### src/fsgd_defines.svh
// constants for the flash rewrite guard and data store gate
// assumes a single 125 MHz clock; include by bare name
//
// How it works
// - self-programming code rewrites confined to shield window
// - window start/end set from either source
// - boot cluster 0 lock beats window
// - window never restricts data store
// - erase lock refuses serial code erase
// - write lock refuses serial code write
// - boot cluster 0 lock refuses code rewrites of blocks 0 to 3
// - locks default off, set freely, combinable
// - erase and boot locks never clear; nrst here still resets all locks to zero
// - write lock release only when blank
// - release applies at next device reset
// - data store: 1K block erase, byte writes
// - no instruction fetch from data store
// - code fetch served during data rewrite
// - data access blocked during self-programming code rewrite
// - busy data rewrite: control frozen, no stop
// - control resets zero, bit0 enables store
// - enable setup time blocks data access
// - first read after cpu_clock_source_sel falls, if read while high, undefined
`ifndef FSGD_DEFINES_SVH
`define FSGD_DEFINES_SVH

`define FSGD_CLK_MHZ        125
`define FSGD_CTL_RESET      8'h00
`define FSGD_CTL_EN_BIT     0
`define FSGD_BC0_LAST_BLK   8'h03

`define FSGD_T_SETUP_HS_NS  5000
`define FSGD_T_SETUP_LS_NS  720
`define FSGD_T_SETUP_LV_NS  10000
`define FSGD_T_CLKSW_HS_NS  5000
`define FSGD_T_CLKSW_LS_NS  1000
`define FSGD_T_CLKSW_LV_NS  10000

`define FSGD_CY_SETUP_HS ((`FSGD_T_SETUP_HS_NS * `FSGD_CLK_MHZ + 999) / 1000)
`define FSGD_CY_SETUP_LS ((`FSGD_T_SETUP_LS_NS * `FSGD_CLK_MHZ + 999) / 1000)
`define FSGD_CY_SETUP_LV ((`FSGD_T_SETUP_LV_NS * `FSGD_CLK_MHZ + 999) / 1000)
`define FSGD_CY_CLKSW_HS ((`FSGD_T_CLKSW_HS_NS * `FSGD_CLK_MHZ + 999) / 1000)
`define FSGD_CY_CLKSW_LS ((`FSGD_T_CLKSW_LS_NS * `FSGD_CLK_MHZ + 999) / 1000)
`define FSGD_CY_CLKSW_LV ((`FSGD_T_CLKSW_LV_NS * `FSGD_CLK_MHZ + 999) / 1000)

`endif

### src/fsgd_pkg.sv
// types shared by the guard and its test bench
// assumes fsgd_defines.svh supplies the numbers
package fsgd_pkg;

  typedef enum logic [1:0] {
    FSGD_HIGH_SPEED_MAIN,
    FSGD_LOW_SPEED_MAIN,
    FSGD_LOW_VOLTAGE_MAIN
  } fsgd_mode_t;

  typedef enum logic {
    FSGD_SRC_SERIAL,
    FSGD_SRC_SELF
  } fsgd_src_t;

  typedef enum logic {
    FSGD_OP_ERASE,
    FSGD_OP_WRITE
  } fsgd_op_t;

  typedef enum logic {
    FSGD_STORE_CODE,
    FSGD_STORE_DATA
  } fsgd_store_t;

  typedef struct packed {
    fsgd_src_t   src;
    fsgd_op_t    op;
    fsgd_store_t store;
    logic [7:0]  block;
    logic        wide;
  } fsgd_rw_req_t;

  typedef struct packed {
    logic erase_lock;
    logic write_lock;
    logic bc0_lock;
  } fsgd_sec_t;

endpackage : fsgd_pkg

### src/fsgd_guard.sv
// flash rewrite guard: shield window, sticky locks, data store gate
// assumes all inputs come from logic on clk; warm_rst_evt marks a
// device reset that does not clear the nonvolatile lock state
`timescale 1ns/1ps
`include "fsgd_defines.svh"
`default_nettype none
module fsgd_guard (
  input  wire logic                  clk,
  input  wire logic                  nrst,
  input  wire logic                  warm_rst_evt,
  input  wire fsgd_pkg::fsgd_mode_t  flash_mode,
  input  wire logic                  rw_req_valid,
  input  wire fsgd_pkg::fsgd_rw_req_t rw_req,
  input  wire logic                  rw_done,
  input  wire logic                  win_set_valid,
  input  wire logic [7:0]            win_start,
  input  wire logic [7:0]            win_end,
  input  wire logic                  sec_set_valid,
  input  wire fsgd_pkg::fsgd_sec_t   sec_set_bits,
  input  wire logic                  rel_valid,
  input  wire fsgd_pkg::fsgd_src_t   rel_src,
  input  wire logic                  code_blank,
  input  wire logic                  data_blank,
  input  wire logic                  ctl_wr,
  input  wire logic                  ctl_bit_wr,
  input  wire logic [2:0]            ctl_bit_sel,
  input  wire logic [7:0]            ctl_wdata,
  input  wire logic                  ds_rd_req,
  input  wire logic                  ds_rd_fetch,
  input  wire logic                  cf_req,
  input  wire logic                  stop_req,
  input  wire logic                  cpu_clock_source_sel,
  output var  logic                  rw_go_r,
  output var  fsgd_pkg::fsgd_rw_req_t rw_out_r,
  output var  logic                  rw_fail_r,
  output var  logic                  rel_fail_r,
  output var  fsgd_pkg::fsgd_sec_t   sec_r,
  output var  logic                  code_busy_r,
  output var  logic                  data_busy_r,
  output var  logic [7:0]            data_store_control_r,
  output var  logic                  ds_rd_grant_r,
  output var  logic                  ds_rd_deny_r,
  output var  logic                  ds_rd_undef_r,
  output var  logic                  cf_grant_r,
  output var  logic                  stop_ok_r,
  output var  logic                  stop_deny_r
);

  ////////////////////////////////////////////////////////////////////
  // timers: enable setup and clock-switch settle

  logic        setup_busy_r;
  logic        clksw_busy_r;
  logic        setup_load;
  logic        setup_clear;
  logic        clksw_load;
  logic [10:0] setup_count;
  logic [10:0] clksw_count;

  always_comb begin
    unique case (flash_mode)
      fsgd_pkg::FSGD_HIGH_SPEED_MAIN: begin
        setup_count = 11'(`FSGD_CY_SETUP_HS);
        clksw_count = 11'(`FSGD_CY_CLKSW_HS);
      end
      fsgd_pkg::FSGD_LOW_SPEED_MAIN: begin
        setup_count = 11'(`FSGD_CY_SETUP_LS);
        clksw_count = 11'(`FSGD_CY_CLKSW_LS);
      end
      default: begin
        setup_count = 11'(`FSGD_CY_SETUP_LV);
        clksw_count = 11'(`FSGD_CY_CLKSW_LV);
      end
    endcase
  end

  fsgd_timer u_setup (
    .clk    (clk),
    .nrst   (nrst),
    .load   (setup_load),
    .count  (setup_count),
    .clear  (setup_clear),
    .busy_r (setup_busy_r)
  );

  fsgd_timer u_clksw (
    .clk    (clk),
    .nrst   (nrst),
    .load   (clksw_load),
    .count  (clksw_count),
    .clear  (1'b0),
    .busy_r (clksw_busy_r)
  );

  ////////////////////////////////////////////////////////////////////
  // rewrite decision and lock state

  logic [7:0]            win_start_r;
  logic [7:0]            win_end_r;
  logic [7:0]            win_start_nxt;
  logic [7:0]            win_end_nxt;
  logic                  rel_pend_r;
  logic                  rel_pend_nxt;
  fsgd_pkg::fsgd_sec_t   sec_nxt;
  logic                  rw_go_nxt;
  logic                  rw_fail_nxt;
  logic                  rel_fail_nxt;
  fsgd_pkg::fsgd_rw_req_t rw_out_nxt;
  logic                  code_busy_nxt;
  logic                  data_busy_nxt;
  logic                  is_code;
  logic                  is_self;
  logic                  in_bc0;
  logic                  out_win;
  logic                  rw_refuse;
  logic                  rel_ok;

  always_comb begin
    is_code = (rw_req.store == fsgd_pkg::FSGD_STORE_CODE);
    is_self = (rw_req.src == fsgd_pkg::FSGD_SRC_SELF);
    in_bc0  = is_code && (rw_req.block <= `FSGD_BC0_LAST_BLK);
    out_win = (rw_req.block < win_start_r) || (rw_req.block > win_end_r);
    rw_refuse = code_busy_r || data_busy_r
              || (in_bc0 && sec_r.bc0_lock)
              || (is_code && is_self && out_win)
              || (is_code && !is_self && sec_r.erase_lock
                  && rw_req.op == fsgd_pkg::FSGD_OP_ERASE)
              || (is_code && !is_self && sec_r.write_lock
                  && rw_req.op == fsgd_pkg::FSGD_OP_WRITE)
              || (!is_code && rw_req.op == fsgd_pkg::FSGD_OP_WRITE
                  && rw_req.wide);
    rel_ok = (rel_src == fsgd_pkg::FSGD_SRC_SERIAL) && !sec_r.erase_lock
             && !sec_r.bc0_lock && code_blank && data_blank;

    rw_go_nxt     = rw_req_valid && !rw_refuse;
    rw_fail_nxt   = rw_req_valid && rw_refuse;
    rw_out_nxt    = rw_req_valid ? rw_req : rw_out_r;
    code_busy_nxt = code_busy_r;
    data_busy_nxt = data_busy_r;
    if (rw_done) begin
      code_busy_nxt = 1'b0;
      data_busy_nxt = 1'b0;
    end
    if (rw_go_nxt) begin
      code_busy_nxt = is_code && is_self;
      data_busy_nxt = !is_code;
    end

    win_start_nxt = win_start_r;
    win_end_nxt   = win_end_r;
    if (win_set_valid) begin
      win_start_nxt = win_start;
      win_end_nxt   = win_end;
    end

    sec_nxt      = sec_r;
    rel_pend_nxt = rel_pend_r;
    rel_fail_nxt = rel_valid && !rel_ok;
    if (warm_rst_evt && rel_pend_r) begin
      sec_nxt.write_lock = 1'b0;
      rel_pend_nxt       = 1'b0;
    end
    if (rel_valid && rel_ok) begin
      rel_pend_nxt = 1'b1;
    end
    if (sec_set_valid) begin
      sec_nxt = sec_nxt | sec_set_bits;
    end
  end

  always_ff @(posedge clk or negedge nrst) begin
    if (!nrst) begin
      sec_r       <= '0;
      rel_pend_r  <= 1'b0;
      win_start_r <= 8'h00;
      win_end_r   <= 8'hff;
      rw_go_r     <= 1'b0;
      rw_fail_r   <= 1'b0;
      rel_fail_r  <= 1'b0;
      rw_out_r    <= '0;
      code_busy_r <= 1'b0;
      data_busy_r <= 1'b0;
    end else begin
      sec_r       <= sec_nxt;
      rel_pend_r  <= rel_pend_nxt;
      win_start_r <= win_start_nxt;
      win_end_r   <= win_end_nxt;
      rw_go_r     <= rw_go_nxt;
      rw_fail_r   <= rw_fail_nxt;
      rel_fail_r  <= rel_fail_nxt;
      rw_out_r    <= rw_out_nxt;
      code_busy_r <= code_busy_nxt;
      data_busy_r <= data_busy_nxt;
    end
  end

  ////////////////////////////////////////////////////////////////////
  // data store control, read gate, stop, clock switch

  logic [7:0] ctl_nxt;
  logic       cls_q_r;
  logic       sub_read_r;
  logic       dummy_pend_r;
  logic       sub_read_nxt;
  logic       dummy_pend_nxt;
  logic       rd_refuse;
  logic       rd_grant_nxt;
  logic       rd_deny_nxt;
  logic       rd_undef_nxt;

  always_comb begin
    ctl_nxt = data_store_control_r;
    if (!data_busy_r) begin
      if (ctl_wr) begin
        ctl_nxt = ctl_wdata;
      end else if (ctl_bit_wr && ctl_bit_sel == 3'(`FSGD_CTL_EN_BIT)) begin
        ctl_nxt[`FSGD_CTL_EN_BIT] = ctl_wdata[`FSGD_CTL_EN_BIT];
      end
    end
    ctl_nxt[7:1] = 7'h00;
    setup_load  = ctl_nxt[`FSGD_CTL_EN_BIT] &&
                  !data_store_control_r[`FSGD_CTL_EN_BIT];
    setup_clear = !ctl_nxt[`FSGD_CTL_EN_BIT];

    rd_refuse = ds_rd_fetch
              || !data_store_control_r[`FSGD_CTL_EN_BIT]
              || setup_busy_r
              || code_busy_r
              || clksw_busy_r;
    rd_grant_nxt = ds_rd_req && !rd_refuse;
    rd_deny_nxt  = ds_rd_req && rd_refuse;
    rd_undef_nxt = rd_grant_nxt && dummy_pend_r;
    clksw_load   = rd_undef_nxt;

    sub_read_nxt   = sub_read_r || (rd_grant_nxt && cpu_clock_source_sel);
    dummy_pend_nxt = dummy_pend_r;
    if (rd_undef_nxt) begin
      dummy_pend_nxt = 1'b0;
    end
    if (cls_q_r && !cpu_clock_source_sel && sub_read_r) begin
      dummy_pend_nxt = 1'b1;
      sub_read_nxt   = 1'b0;
    end
  end

  always_ff @(posedge clk or negedge nrst) begin
    if (!nrst) begin
      data_store_control_r <= `FSGD_CTL_RESET;
      cls_q_r       <= 1'b0;
      sub_read_r    <= 1'b0;
      dummy_pend_r  <= 1'b0;
      ds_rd_grant_r <= 1'b0;
      ds_rd_deny_r  <= 1'b0;
      ds_rd_undef_r <= 1'b0;
      cf_grant_r    <= 1'b0;
      stop_ok_r     <= 1'b0;
      stop_deny_r   <= 1'b0;
    end else begin
      data_store_control_r <= ctl_nxt;
      cls_q_r       <= cpu_clock_source_sel;
      sub_read_r    <= sub_read_nxt;
      dummy_pend_r  <= dummy_pend_nxt;
      ds_rd_grant_r <= rd_grant_nxt;
      ds_rd_deny_r  <= rd_deny_nxt;
      ds_rd_undef_r <= rd_undef_nxt;
      cf_grant_r    <= cf_req;
      stop_ok_r     <= stop_req && !data_busy_r && !setup_busy_r;
      stop_deny_r   <= stop_req && (data_busy_r || setup_busy_r);
    end
  end

  ////////////////////////////////////////////////////////////////////
  // checks

  property p_window;
    @(posedge clk) disable iff (!nrst)
      rw_req_valid && is_self && is_code && out_win |=> rw_fail_r && !rw_go_r;
  endproperty
  a_window: assert property (p_window)
    else $error("rewrite outside window granted");

  property p_bc0;
    @(posedge clk) disable iff (!nrst)
      rw_req_valid && in_bc0 && sec_r.bc0_lock |=> !rw_go_r;
  endproperty
  a_bc0: assert property (p_bc0)
    else $error("boot cluster 0 rewrite granted while locked");

  property p_serial_erase;
    @(posedge clk) disable iff (!nrst)
      rw_req_valid && is_code && !is_self && sec_r.erase_lock
      && rw_req.op == fsgd_pkg::FSGD_OP_ERASE |=> rw_fail_r;
  endproperty
  a_serial_erase: assert property (p_serial_erase)
    else $error("serial erase passed erase lock");

  property p_sticky;
    @(posedge clk) disable iff (!nrst)
      sec_r.erase_lock || sec_r.bc0_lock |=>
        sec_r.erase_lock >= $past(sec_r.erase_lock) && sec_r.bc0_lock >= $past(sec_r.bc0_lock);
  endproperty
  a_sticky: assert property (p_sticky)
    else $error("permanent lock cleared");

  property p_release;
    @(posedge clk) disable iff (!nrst)
      $fell(sec_r.write_lock) |-> $past(warm_rst_evt) && $past(rel_pend_r);
  endproperty
  a_release: assert property (p_release)
    else $error("write lock cleared without reset after release");

  property p_frozen;
    @(posedge clk) disable iff (!nrst)
      data_busy_r |=> data_store_control_r == $past(data_store_control_r);
  endproperty
  a_frozen: assert property (p_frozen)
    else $error("control changed during data rewrite");

  property p_setup;
    @(posedge clk) disable iff (!nrst)
      $rose(data_store_control_r[0]) && flash_mode == fsgd_pkg::FSGD_LOW_SPEED_MAIN
      |-> (!ds_rd_grant_r) [*8];
  endproperty
  a_setup: assert property (p_setup)
    else $error("data read granted inside setup time");

  property p_code_rw;
    @(posedge clk) disable iff (!nrst)
      ds_rd_req && code_busy_r |=> ds_rd_deny_r;
  endproperty
  a_code_rw: assert property (p_code_rw)
    else $error("data read during code rewrite");

  property p_fetch;
    @(posedge clk) disable iff (!nrst)
      ds_rd_req && ds_rd_fetch |=> !ds_rd_grant_r;
  endproperty
  a_fetch: assert property (p_fetch)
    else $error("fetch from data store granted");

  property p_stop;
    @(posedge clk) disable iff (!nrst)
      stop_req && data_busy_r |=> stop_deny_r && !stop_ok_r;
  endproperty
  a_stop: assert property (p_stop)
    else $error("stop accepted during data rewrite");

endmodule : fsgd_guard
`default_nettype wire

### src/fsgd_timer.sv
// one-shot down counter; busy while counting
// assumes load and clear come from logic on the same clock
`timescale 1ns/1ps
`default_nettype none
module fsgd_timer (
  input  wire logic        clk,
  input  wire logic        nrst,
  input  wire logic        load,
  input  wire logic [10:0] count,
  input  wire logic        clear,
  output var  logic        busy_r
);

  logic [10:0] cnt_r;
  logic [10:0] cnt_nxt;
  logic        busy_nxt;

  always_comb begin
    cnt_nxt  = cnt_r;
    busy_nxt = busy_r;
    if (clear) begin
      cnt_nxt  = 11'h000;
      busy_nxt = 1'b0;
    end else if (load) begin
      cnt_nxt  = count;
      busy_nxt = (count != 11'h000);
    end else if (busy_r) begin
      cnt_nxt  = cnt_r - 11'h001;
      busy_nxt = (cnt_r != 11'h001);
    end
  end

  always_ff @(posedge clk or negedge nrst) begin
    if (!nrst) begin
      cnt_r  <= 11'h000;
      busy_r <= 1'b0;
    end else begin
      cnt_r  <= cnt_nxt;
      busy_r <= busy_nxt;
    end
  end

endmodule : fsgd_timer
`default_nettype wire
### config.mk
export PLATFORM = sky130hd
export DESIGN_NAME = fsgd_guard
export DESIGN_NICKNAME = d
export VERILOG_FILES = /design/src/fsgd_pkg.sv /design/src/fsgd_guard.sv /design/src/fsgd_timer.sv
export VERILOG_INCLUDE_DIRS = /design/src
export SDC_FILE = /design/constraint.sdc
export NUM_CORES = 1
export LEC_CHECK = 0
export BUFFER_PORTS_ARGS = -buffer_cell sky130_fd_sc_hd__buf_2
export CAP_MARGIN = 20
export CORE_MARGIN = 8
export CORE_UTILIZATION = 45
export DETAILED_ROUTE_END_ITERATION = 8
export PLACE_DENSITY = 0.8
export SLEW_MARGIN = 10
export SYNTH_ARGS = -nofsm -noshare
export SYNTH_HDL_FRONTEND = slang
export SYNTH_SLANG_ARGS = --single-unit
### constraint.sdc
create_clock -name clk -period 2.65 [get_ports clk]
set_input_delay 0.265 -clock clk [delete_from_list [all_inputs] [get_ports clk]]
set_output_delay 0.265 -clock clk [all_outputs]
set_load 0.02 [all_outputs]
==> out/results.txt <==
Post-Layout Inst Area -> 4197 um^2
final WL -> 8175 um
master cell of the clock root buffer -> sky130_fd_sc_hd__clkbuf_8
final cell utilization of the core -> 0.5488
worst path required time -> 2.91 ns
initial antenna violation count -> 0
number of rows created at floorplan -> 32
sequential cell area in the final layout -> 1787 um^2
Non-Filler Instances -> 530
final HPWL from detailed placement -> 6154 um
predominant post-synthesis flop cell -> sky130_fd_sc_hd__dfrtp_1
number of H-tree branching levels -> 3
slack of the critical path -> 0.7932 ns
fraction of registers with async set/reset -> 1.000
nature of the critical path endpoint -> flip-flop
total number of clock tree sinks -> 71
Layout Area Growth over Synthesis -> 19.19%
unrepaired setup endpoints after global routing -> no
commonest non-fill, non-tap cell in the layout -> sky130_fd_sc_hd__buf_2
outcome -> complete, no violations
total via count in the routed design -> 2739
Max Fanout on Critical Path -> 2
Post-Syn Instances -> 339
Mapped Avg Cell Area -> 10.39 um^2
Total Nets Final -> 504
detailed-router iteration count before antenna repair -> 4
commonest cells after routing, fill and taps aside -> sky130_fd_sc_hd__buf_2, sky130_fd_sc_hd__dfrtp_1, sky130_fd_sc_hd__nand2_1
total area of multi-input combinational cells -> 1540 um^2
number of DRC markers in iteration 0 -> 135
cell types with the largest area share after synthesis -> sky130_fd_sc_hd__dfrtp_1, sky130_fd_sc_hd__ha_1, sky130_fd_sc_hd__dfstp_2
tightest slew margin relative to the limit -> 0.6119
wire length per cell after detailed routing -> 15.42 um
vertical extent of the die -> 104.5 um
Max Cap Viol -> 0
number of distinct library cells after synthesis -> 57
worst setup slack before clock tree synthesis -> 0.8249 ns
number of antenna-violating nets in the routed design -> 0
final critical path time including I/O delays and setup -> 1.857 ns
leakage power -> 0.002007 uW
peak clock frequency supported by timing -> 538.6 MHz
Routability Congestion -> 0.8498
placeable core area -> 7647 um^2
clock insertion delay at the later pin of the skew report -> 0.36 ns
wire length of the first global-routing pass -> 13940 um
Final Slew Violations -> 0
CTS clk-pin slew, worst paths -> 0.08 ns
TritonCTS clock tree -> done
crit path kind -> flip-flop to flip-flop
startpoint kind of the worst setup timing path -> flip-flop
final sum of negative setup slack -> 0 ns
area of the mapped netlist -> 3521 um^2
starting utilization of the core area -> 0.4604
share of layout cells above drive strength 1 -> 0.3084
peak supply drop -> 0.0003228 V
number of buffers added by the clock tree synthesis step -> 9
DRC -> 0
type of the most critical hold path -> input port to flip-flop
Die Width -> 104.5 um
remaining global-route overflow -> 0
transition time of the tightest slew-check pin -> 0.5821 ns
final-layout fill cell count -> 676
via count of the first global-routing pass -> 2999
largest net degree at the start of global routing -> 34
endpoints failing hold -> 0
antenna diode count -> 0
DR vias/cell -> 5.168
Final Skew -> 0.01080 ns
Yosys warning count -> 0
cell type with the highest aggregate area in the netlist -> sky130_fd_sc_hd__dfrtp_1
maximum buffer depth of the clock tree -> 2
number of placed I/O pins -> 96
port buffer count -> 81
number of enable-type register cells in the synthesized netlist -> 0
area share of the largest cell type after synthesis -> 0.4478
DIE AREA -> 10910 um^2
setup violation total in the final timing report -> 0
post-placement cell area -> 3993 um^2
number of cells after detailed placement -> 513
Tcrit/Tclk final -> 0.7007
power per unit of standard cell area -> 652.3 nW/um^2
sequential share of the synthesized area -> 0.5075
Global Route Usage Sum -> 0.1568
critical path data arrival time -> 2.12 ns
number of register bits inferred by synthesis -> 71
## state kept, by name (all words and copies together) (netlist names), 3 cells and up
signal / count
rw_out_r: 12
u_clksw.cnt_r: 11
win_start_r: 8
u_setup.cnt_r: 11
win_end_r: 8
sec_r: 3
## critical path: stages, from the launching register on
cell                       delay, ns
sky130_fd_sc_hd__dfstp_2        0.52
sky130_fd_sc_hd__inv_1          0.04
sky130_fd_sc_hd__ha_1           0.29
sky130_fd_sc_hd__nor2b_1        0.14
sky130_fd_sc_hd__o211ai_1       0.09
sky130_fd_sc_hd__a211oi_1       0.32
sky130_fd_sc_hd__nor3_1         0.12
sky130_fd_sc_hd__o31ai_1        0.23
## cell type report
| type | count | area share |
|---|---|---|
| clock buffer | 9 | 0.02952 |
| clock inverter | 7 | 0.01670 |
| inverter | 28 | 0.02504 |
| multi-input combinational | 229 | 0.3670 |
| sequential | 71 | 0.4258 |
| tap | 102 | 0.03041 |
| timing repair buffer | 84 | 0.1055 |
## timing repair
action / CTS / global route
resized for setup: 0 / 0
endpoints found under the hold margin: 12 / 0
setup buffers: 0 / 0
setup endpoints to repair: 0 / 0
hold buffers: 1 / 0
## final timing paths
check / from / slack [ns] / depth (start not counted) / end
min in group asynchronous: nrst / 0.34 / 2 / stop_ok_r
setup reg to reg: win_end_r[1] / 0.79 / 7 / rw_fail_r
hold reg to reg: cls_q_r / 0.47 / 1 / sub_read_r
max in group asynchronous: nrst / 1.61 / 3 / win_end_r[0]
hold / removal: cf_req / 0.03 / 1 / cf_grant_r
setup / recovery: win_end_r[1] / 0.79 / 7 / rw_fail_r
## logic make-up (layout without fill, tap and decap cells)
group / after synthesis / in the layout / share of synthesized area
AOI/OAI and AO/OA: 75 / 75 / 0.1340
buffers and inverters: 45 / 128 / 0.06148
DFF: 71 / 71 / 0.5075
xor gates and xnor gates: 14 / 14 / 0.03483
adders and majority gates: 19 / 19 / 0.06752
muxes: 16 / 16 / 0.05046
and+or+nand+nor: 98 / 98 / 0.1432
other: 1 / 7 / 0.001065
## cell usage after synthesis, types with 3 or more instances
cell type and instances:
sky130_fd_sc_hd__xor2_1 6, sky130_fd_sc_hd__clkbuf_1 3, sky130_fd_sc_hd__dfrtp_1 63, sky130_fd_sc_hd__a211oi_1 3
sky130_fd_sc_hd__nor3_1 5, sky130_fd_sc_hd__nor3b_1 3, sky130_fd_sc_hd__dfstp_2 8, sky130_fd_sc_hd__nor4_1 5
sky130_fd_sc_hd__a21o_1 5, sky130_fd_sc_hd__xnor2_1 8, sky130_fd_sc_hd__inv_1 27, sky130_fd_sc_hd__ha_1 19
sky130_fd_sc_hd__o22ai_1 3, sky130_fd_sc_hd__nor2b_1 5, sky130_fd_sc_hd__nand3_1 6, sky130_fd_sc_hd__a21oi_1 16
sky130_fd_sc_hd__mux2_2 14, sky130_fd_sc_hd__and3_1 3, sky130_fd_sc_hd__nand2_1 36, sky130_fd_sc_hd__buf_4 10
sky130_fd_sc_hd__nor2_1 19, sky130_fd_sc_hd__o21ai_0 28
## report_power, final
group          switching (uW)  internal (uW)  leakage [uW]
registers                93.6           1200      0.000840
logic                     332            240       0.00107
clock network             440            436     0.0000998
total                     866           1870       0.00201
## metal layers
metal / up-vias / GRT usage / wire, um
met5: - / 0 / 0
met4: 0 / 0.06101 / 115
met3: 10 / 0.06877 / 656
met2: 87 / 0.2482 / 3836
met1: 1315 / 0.1821 / 3566
li1: 1327 / - / -
## through the flow
step	hold slack, ns	total power, uW
floorplan	-0.03059	1684
CTS	0.01771	2755
detailed placement	0.1904	1879
global placement	0.1857	1852
global route	0.004186	2887
finish	0.02835	2737
(Power assumes the default switching activity.)
